--- config.mk ---
export PLATFORM = sky130hd
export DESIGN_NAME = rlc_rotate_left_carry_op
export DESIGN_NICKNAME = d
export VERILOG_FILES = /design/src/rlc_pkg.sv /design/src/rlc_alu_if.sv /design/src/rlc_rotate_unit.sv /design/src/rlc_rotate_left_carry_op.sv
export VERILOG_INCLUDE_DIRS = /design/src
export SDC_FILE = /design/constraint.sdc
export NUM_CORES = 1
export LEC_CHECK = 0
export ABC_AREA = 1
export BUFFER_PORTS_ARGS = -buffer_cell sky130_fd_sc_hd__buf_2
export CAP_MARGIN = 15
export CORE_ASPECT_RATIO = 1.1
export CORE_UTILIZATION = 43
export DETAILED_ROUTE_END_ITERATION = 10
export GPL_ROUTABILITY_DRIVEN = 1
export GPL_TIMING_DRIVEN = 0
export PLACE_DENSITY = 0.78
export SKIP_LAST_GASP = 1
export SLEW_MARGIN = 10
export SYNTH_ARGS = -nofsm -noshare
export SYNTH_HDL_FRONTEND = slang
export SYNTH_HIERARCHICAL = 1
export SYNTH_SLANG_ARGS = --single-unit
export TNS_END_PERCENT = 5
--- constraint.sdc ---
create_clock -name sys_clk_i -period 1.08 [get_ports sys_clk_i]
set_clock_uncertainty 0.05 [all_clocks]
set_input_delay 0.162 -clock sys_clk_i [delete_from_list [all_inputs] [get_ports sys_clk_i]]
set_output_delay 0.162 -clock sys_clk_i [all_outputs]
set_load 0.02 [all_outputs]
--- src/rlc_params.svh ---
// Constants for the rotate-left-through-carry datapath.
// Assumes a 12-bit data address: a 4-bit bank above an 8-bit offset.
`ifndef RLC_PARAMS_SVH
`define RLC_PARAMS_SVH

`define RLC_DATA_W 8
`define RLC_BANK_W 4
`define RLC_ADDR_W 12
`define RLC_MSB 7
`define RLC_DEST_WREG 1'b0
`define RLC_DEST_FILE 1'b1
`define RLC_ACCESS_SHARED 1'b0
`define RLC_ACCESS_BANKED 1'b1
`define RLC_ACCESS_SPLIT 8'h80
`define RLC_ACCESS_LO_BANK 4'h0
`define RLC_ACCESS_HI_BANK 4'hf
`define RLC_RESET_BYTE 8'h00
`define RLC_RESET_ADDR 12'h000

`endif

--- src/rlc_pkg.sv ---
// Types for the rotate-left-through-carry datapath.
// Assumes rlc_params.svh is on the include path.
`include "rlc_params.svh"

package rlc_pkg;

    typedef logic [`RLC_DATA_W-1:0] rlc_byte_t;
    typedef logic [`RLC_ADDR_W-1:0] rlc_addr_t;
    typedef logic [`RLC_BANK_W-1:0] rlc_bank_t;

    typedef enum logic [4:0] {
        RLC_IDLE    = 5'b00001,
        RLC_DECODE  = 5'b00010,
        RLC_READ    = 5'b00100,
        RLC_PROCESS = 5'b01000,
        RLC_WRITE   = 5'b10000
    } rlc_phase_t;

endpackage

--- src/rlc_alu_if.sv ---
// Carrier between the phase sequencer and the rotate unit.
// Assumes both ends share one clock; the path is purely combinational.
`timescale 1ns/1ps

interface rlc_alu_if;
    import rlc_pkg::*;
    rlc_byte_t operand;
    logic carry_in;
    rlc_byte_t result;
    logic carry_out;
    logic negative;
    logic zero;

    modport seq (output operand, output carry_in,
                 input result, input carry_out, input negative, input zero);
    modport alu (input operand, input carry_in,
                 output result, output carry_out, output negative, output zero);
endinterface

--- src/rlc_rotate_unit.sv ---
// Combinational rotate of one byte left through carry, with flags.
// Assumes the sequencer registers whatever it takes from here.
`timescale 1ns/1ps

module rlc_rotate_unit
    import rlc_pkg::*;
(
    rlc_alu_if.alu alu
);

    assign alu.result = {alu.operand[`RLC_MSB-1:0], alu.carry_in};
    assign alu.carry_out = alu.operand[`RLC_MSB];

    assign alu.negative = alu.result[`RLC_MSB];
    assign alu.zero = (alu.result == `RLC_RESET_BYTE);

endmodule

--- src/rlc_rotate_left_carry_op.sv ---
// Four-phase sequencer for the rotate-left-through-carry instruction.
// Assumes a data memory that answers a read in the same cycle and a
// core that holds the instruction fields steady while start_i is high.
`timescale 1ns/1ps

module rlc_rotate_left_carry_op
    import rlc_pkg::*;
(
    input wire logic sys_clk_i,
    input wire logic rst_i,
    input wire logic start_i,
    input wire logic [7:0] file_addr_i,
    input wire logic dest_sel_i,
    input wire logic access_sel_i,
    input wire logic [3:0] bank_select_reg_i,
    input wire logic carry_i,
    input wire logic [7:0] mem_rdata_i,
    output logic [11:0] mem_addr_o,
    output logic mem_rd_o,
    output logic mem_wr_o,
    output logic [7:0] mem_wdata_o,
    output logic wreg_wr_o,
    output logic [7:0] wreg_data_o,
    output logic flags_wr_o,
    output logic carry_o,
    output logic negative_o,
    output logic zero_o,
    output logic [4:0] phase_o,
    output logic busy_o,
    output logic done_o
);

    rlc_phase_t phase_ff, nxt_phase;
    rlc_addr_t addr_ff, nxt_addr;
    logic dest_ff, nxt_dest;
    rlc_byte_t operand_ff, nxt_operand;
    rlc_byte_t result_ff, nxt_result;
    logic carry_ff, nxt_carry;
    logic negative_ff, nxt_negative;
    logic zero_ff, nxt_zero;

    rlc_alu_if alu_bus ();

    rlc_rotate_unit u_rotate (
        .alu(alu_bus.alu)
    );

    function automatic rlc_addr_t rlc_eff_addr(input logic access_sel, input rlc_byte_t offset,
                                               input rlc_bank_t bank);
        rlc_bank_t use_bank;
        use_bank = bank;
        if (access_sel == `RLC_ACCESS_SHARED) begin
            if (offset < `RLC_ACCESS_SPLIT) begin
                use_bank = `RLC_ACCESS_LO_BANK;
            end else begin
                use_bank = `RLC_ACCESS_HI_BANK;
            end
        end
        rlc_eff_addr = {use_bank, offset};
    endfunction

    assign alu_bus.operand = operand_ff;
    assign alu_bus.carry_in = carry_i;

    // Phase sequencing
    always_comb begin
        nxt_phase = phase_ff;
        case (phase_ff)
            RLC_IDLE: begin
                if (start_i) begin
                    nxt_phase = RLC_DECODE;
                end
            end
            RLC_DECODE: begin
                nxt_phase = RLC_READ;
            end
            RLC_READ: begin
                nxt_phase = RLC_PROCESS;
            end
            RLC_PROCESS: begin
                nxt_phase = RLC_WRITE;
            end
            RLC_WRITE: begin
                if (start_i) begin
                    nxt_phase = RLC_DECODE;
                end else begin
                    nxt_phase = RLC_IDLE;
                end
            end
            default: begin
                nxt_phase = RLC_IDLE;
            end
        endcase
    end

    always_ff @(posedge sys_clk_i) begin
        if (rst_i) begin
            phase_ff <= RLC_IDLE;
        end else begin
            phase_ff <= nxt_phase;
        end
    end

    // Datapath
    always_comb begin
        nxt_addr = addr_ff;
        nxt_dest = dest_ff;
        nxt_operand = operand_ff;
        nxt_result = result_ff;
        nxt_carry = carry_ff;
        nxt_negative = negative_ff;
        nxt_zero = zero_ff;
        if (nxt_phase == RLC_DECODE) begin
            nxt_addr = rlc_eff_addr(access_sel_i, file_addr_i, bank_select_reg_i);
            nxt_dest = dest_sel_i;
        end
        if (phase_ff == RLC_READ) begin
            nxt_operand = mem_rdata_i;
        end
        if (phase_ff == RLC_PROCESS) begin
            nxt_result = alu_bus.result;
            nxt_carry = alu_bus.carry_out;
            nxt_negative = alu_bus.negative;
            nxt_zero = alu_bus.zero;
        end
    end

    always_ff @(posedge sys_clk_i) begin
        if (rst_i) begin
            addr_ff <= `RLC_RESET_ADDR;
            dest_ff <= `RLC_DEST_FILE;
            operand_ff <= `RLC_RESET_BYTE;
            result_ff <= `RLC_RESET_BYTE;
            carry_ff <= 1'b0;
            negative_ff <= 1'b0;
            zero_ff <= 1'b0;
        end else begin
            addr_ff <= nxt_addr;
            dest_ff <= nxt_dest;
            operand_ff <= nxt_operand;
            result_ff <= nxt_result;
            carry_ff <= nxt_carry;
            negative_ff <= nxt_negative;
            zero_ff <= nxt_zero;
        end
    end

    // Memory and register strobes
    assign mem_addr_o = addr_ff;
    assign mem_rd_o = (phase_ff == RLC_READ);
    assign mem_wr_o = (phase_ff == RLC_WRITE) && (dest_ff == `RLC_DEST_FILE);
    assign mem_wdata_o = result_ff;
    assign wreg_wr_o = (phase_ff == RLC_WRITE) && (dest_ff == `RLC_DEST_WREG);
    assign wreg_data_o = result_ff;
    assign flags_wr_o = (phase_ff == RLC_WRITE);
    assign carry_o = carry_ff;
    assign negative_o = negative_ff;
    assign zero_o = zero_ff;
    assign phase_o = phase_ff;
    assign busy_o = (phase_ff != RLC_IDLE);
    assign done_o = (phase_ff == RLC_WRITE);

endmodule

---- Word level (Yosys, flattened, before mapping) ----
Index checks and enable logic that the tools add are counted.
cells by class
  muxes and demuxes ....................... 5
  equality and inequality tests ........... 7
  magnitude comparators ................... 1
  reductions and logical operators ........ 3
  bitwise gates (word level) .............. 1
operators by type and width
  cell                                                  number
  case mux 5 bit (5 select lines)                       1
  equality test 5 x 2 -> 1 bit (second input constant)  2
  zero test 8 bit                                       1
  less-than comparator 8 bit (second input constant)    1
  two-way mux 4 bit                                     2
  equality test 5 x 1 -> 1 bit (second input constant)  1
  equality test 5 x 3 -> 1 bit (second input constant)  1
  equality test 5 x 4 -> 1 bit (second input constant)  1
  equality test 5 bit (second input constant)           1
  two-way mux 5 bit                                     1
  != test 5 x 1 -> 1 bit (second input constant)        1
  logical AND 1 bit                                     2
  two-way mux 2 bit                                     1
  inverter 1 bit                                        1
storage, ports and cells
  register bits after elaboration ......... 37
  logic and storage cells ................. 25
  bits of input ports ..................... 26

---- Longest topological paths before layout ----
  depth after elaboration ................. 3
  depth in mapped cells ................... 7
  mapped depth without buffers ............ 6

---- Hierarchy ----
The synthesis kept the hierarchy.
by module, submodules not included
  module                    cells each  area an instance (µm²)  times used
  rlc_rotate_left_carry_op  214         1609.0                  1
  rlc_rotate_unit           17          101.3                   1

---- Worst setup path after synthesis ----
OpenSTA, ideal clock, no wires.
  path kind ............................... reg2reg
  from .................................... reg phase_ff[2], in the netlist phase_o[2]
  to ...................................... reg addr_ff[10], in the netlist mem_addr_o[10]
  data arrival time ....................... 1.234 ns
  stages on the path, launching flop included .. 8
  setup slack ............................. -0.317 ns
  path buffers ............................ 1
  library setup time ...................... 0.113 ns
  data required time ...................... 0.917 ns
  cell sequence ........................... dfxtp_1 -> nor2_4 -> nand3_2 -> nand2_2 -> buf_6 -> nand3_1 -> nand2_1 -> nor2_1
between the ends
  longest elaborated chain between the ends .. 3
  elaborated cells on any way between the ends .. 8
ends and longest elaborated chain
  item                                         line                             source
  start: declaration                           rlc_rotate_left_carry_op.sv:33   rlc_phase_t phase_ff, nxt_phase;
  start signal: assignment                     rlc_rotate_left_carry_op.sv:100  phase_ff <= nxt_phase;
  equality test 5 bit (tied with other cells)  rlc_rotate_left_carry_op.sv:68   case (phase_ff)
  case mux 5 bit (5 select lines) *            rlc_rotate_left_carry_op.sv:68
  equality test 5 x 2 -> 1 bit *               rlc_rotate_left_carry_op.sv:113  if (nxt_phase == RLC_DECODE) begin
  end signal: assignment                       rlc_rotate_left_carry_op.sv:130  addr_ff <= `RLC_RESET_ADDR;
  end signal: assignment                       rlc_rotate_left_carry_op.sv:138  addr_ff <= nxt_addr;
  end: declaration                             rlc_rotate_left_carry_op.sv:34   rlc_addr_t addr_ff, nxt_addr;
Every way passes the cells marked *; elsewhere a longest branch is shown, timed or not.
A chain may end at the register's enable or synchronous reset.

---- Worst setup path after layout ----
  from .................................... reg phase_ff[1], in the netlist phase_o[1]
  to ...................................... reg result_ff[6], in the netlist mem_wdata_o[6]
between the ends
  longest elaborated chain between the ends .. 1
ends and longest elaborated chain
  item                          line                             source
  equality test 5 x 4 -> 1 bit  rlc_rotate_left_carry_op.sv:120  if (phase_ff == RLC_PROCESS) begin
  end signal: assignment        rlc_rotate_left_carry_op.sv:133  result_ff <= `RLC_RESET_BYTE;
  end signal: assignment        rlc_rotate_left_carry_op.sv:141  result_ff <= nxt_result;
  end: declaration              rlc_rotate_left_carry_op.sv:37   rlc_byte_t result_ff, nxt_result;
Every way passes these cells.

==> flow_metrics.env <==
export IMPL_status="finished, violations left"
export IMPL_violations="negative setup slack"
export IMPL_critPathLaunchType="flip-flop"
export IMPL_grt_max_degree=12
export IMPL_yosysSeqAreaShare_pct=43.31
export IMPL_grt_use_total_pct=17.69
export IMPL_synth_nets=257
export IMPL_place_congestion=0.7657
export IMPL_drt_iter0_drc=86
export IMPL_die_x_um=62.14
export IMPL_critPathArrivalTime_ns=1.55
export IMPL_cts_sinks=37
export IMPL_io_buffers=67
export IMPL_rows=23
export IMPL_drive_gt1_share_pct=40.13
export IMPL_totalWireLength_um=3587
export IMPL_antenna_left=0
export IMPL_ys_types=22
export IMPL_min_path_cells=2
export IMPL_crit_family="flip-flops"
export IMPL_final_nets=339
export IMPL_final_cell_mix="buf_2, nor2_1, dfxtp_1"
export IMPL_setup_violations=53
export IMPL_fin_crit_sh_pct=132.1
export IMPL_p_leak_nw=1.192
export IMPL_nFillCells=334
export IMPL_start_util_pct=46.07
export IMPL_ios=68
export IMPL_worst_slew_pin_slew_ns=0.3803
export IMPL_syn_area_per_cell_um2=7.404
export IMPL_worst_r2r_cell_count=6
export IMPL_antenna_found_initial=0
export IMPL_stdcell_area_mm2=0.002316
export IMPL_rsz0062_at_grt="yes"
export IMPL_diodes=0
export IMPL_overflow=0
export IMPL_detail_route_wl_per_cell_um=9.854
export IMPL_ctsHoldBuffers=0
export IMPL_remaining_drc_errors=0
export IMPL_area_delta_synth_final_pct=35.41
export IMPL_dieArea_mm2=0.004234
export IMPL_path_cells="nor2_4 -> buf_4 -> nand4_2 -> buf_6 -> o21ai_0 -> a21oi_1"
export IMPL_core_area_mm2=0.003712
export IMPL_die_y_um=68.15
export IMPL_syn_area_mm2=0.001710
export IMPL_final_common_cell="buf_2"
export IMPL_hold_viol_final=0
export IMPL_cp_required_ns=1.20
export IMPL_cts_root_buf="clkbuf_8"
export IMPL_cpPeakStageDelay_ns=0.35
export IMPL_worstSetupPathType="reg -> reg"
export IMPL_cp_slowest_cell="dfxtp_4"
export IMPL_synthCells=231
export IMPL_min_period_ns=1.427
export IMPL_clk_pin_slew_ns=0.07
export IMPL_slew_headroom_pct=74.65
export IMPL_p_per_area_mw_per_mm2=1259
export IMPL_timing_final_ws_setup_ns=-0.3468
export IMPL_slew_viol_final=0
export IMPL_ir_drop_v=0.0006187
export IMPL_grt_pass1_wl_um=5782
export IMPL_crit_path_max_fanout=10
export IMPL_ys_ff_latch=37
export IMPL_clk_latency_ns=0.28
export IMPL_hp_class="in -> reg"
export IMPL_path_buf_inv=2
export IMPL_dp_cells=348
export IMPL_dp_hpwl_um=2612
export IMPL_maxCapViolCount=0
export IMPL_cts_tree="built"
export IMPL_final_cells=364
export IMPL_numCtsBuffers=5
export IMPL_routed_via_density=4.464
export IMPL_fmax_mhz=700.9
export IMPL_worstSetupEndpointType="flip-flop"
export IMPL_placed_area_mm2=0.002132
export IMPL_fin_tns_setup_ns=-10.19
export IMPL_cts_buffer_depth=2
export IMPL_synth_warnings=6
export IMPL_htree_levels=2
export IMPL_grt_pass1_vias=1346
export IMPL_cp_num_cells=6
export IMPL_firstDrtPassIters=4
export IMPL_dr_total_vias=1625
flip-flops by register name, summed over array words and instances (netlist names):
register	flops
phase_o	5
carry_o	1
zero_o	1
negative_o	1
mem_addr_o	12
mem_wdata_o	8
alu_bus.operand	8
dest_ff	1
cells in the mapped netlist:
| cell | instances | area (um^2) |
|---|---|---|
| nor2_4 | 2 | 22.52 |
| nand4_4 | 1 | 21.27 |
| inv_1 | 27 | 101.4 |
| nand3_1 | 13 | 65.06 |
| buf_4 | 20 | 150.1 |
| buf_6 | 3 | 33.78 |
| nand3_2 | 2 | 20.02 |
| nor2_2 | 1 | 6.260 |
| nand2_1 | 22 | 82.58 |
| nor2_1 | 56 | 210.2 |
| dfxtp_1 | 37 | 740.7 |
| o21ai_1 | 5 | 25.02 |
| nand4_1 | 2 | 12.51 |
| buf_2 | 2 | 10.01 |
| nand2_2 | 2 | 12.51 |
| o21ai_0 | 14 | 70.07 |
| nand3_4 | 1 | 17.52 |
| inv_2 | 1 | 3.750 |
| nor3_1 | 1 | 5.000 |
| clkbuf_1 | 2 | 7.510 |
| nand4_2 | 1 | 12.51 |
| a21oi_1 | 16 | 80.08 |
repair_timing:
item,CTS,global route
buffers inserted,8,0
gates resized for setup,7,1
endpoints found under the setup margin,52,56
pin swaps,4,0
cloned,0,0
routing by layer:
layer  wire, um  GRT usage (%)
met2       1769          29.81
met5          0              0
met1       1579          20.83
met3        166          4.333
met4         72          10.47
where the power goes:
| group | leakage [nW] | switching [mW] | internal [mW] |
|---|---|---|---|
| logic | 0.835 | 0.254 | 0.178 |
| registers | 0.304 | 0.0304 | 1.41 |
| clock network | 0.0542 | 0.463 | 0.576 |
area by class of cell:
class / count / area, um^2 / share of cell area [%]
plain buffers: 27 / 205.2 / 8.860
clock buffers: 7 / 96.34 / 4.160
clock inverters: 1 / 5.005 / 0.2161
inverters: 28 / 107.6 / 4.646
multi-input cells: 139 / 678.2 / 29.28
flip-flops and latches: 37 / 752.0 / 32.47
well taps: 50 / 62.56 / 2.701
repair buffers: 75 / 409.1 / 17.67
final timing paths:
path,endpoint,start,slack (ns)
worst min-delay path,phase_o[3],rst_i,0.05
worst max register to register,mem_wdata_o[6],phase_o[1],-0.35
worst min register to register,negative_o,negative_o,0.39
worst max-delay path,mem_wdata_o[6],phase_o[1],-0.35
stage by stage:
step | utilization [%] | setup WS, ns | hold WS (ns) | power [mW]
2_1_floorplan | - | -0.1470 | 0.1747 | 1.760
3_3_place_gp | 57.43 | -0.2371 | 0.3435 | 1.896
3_5_place_dp | 57.43 | -0.2582 | 0.3497 | 1.901
4_1_cts | 62.32 | -0.3383 | 0.05346 | 2.952
5_1_grt | 62.39 | -0.4319 | 0.06181 | 3.067
6_report | 62.39 | -0.3468 | 0.05499 | 2.917
kinds of logic after synthesis:
| family | count (synthesis) | synth area share, % |
|---|---|---|
| DFF | 37 | 43.31 |
| AOI/OAI and AO/OA | 35 | 10.24 |
| and+or+nand+nor | 104 | 28.53 |
| buffers and inverters | 55 | 17.92 |
Power figures use the tool's default switching activity.
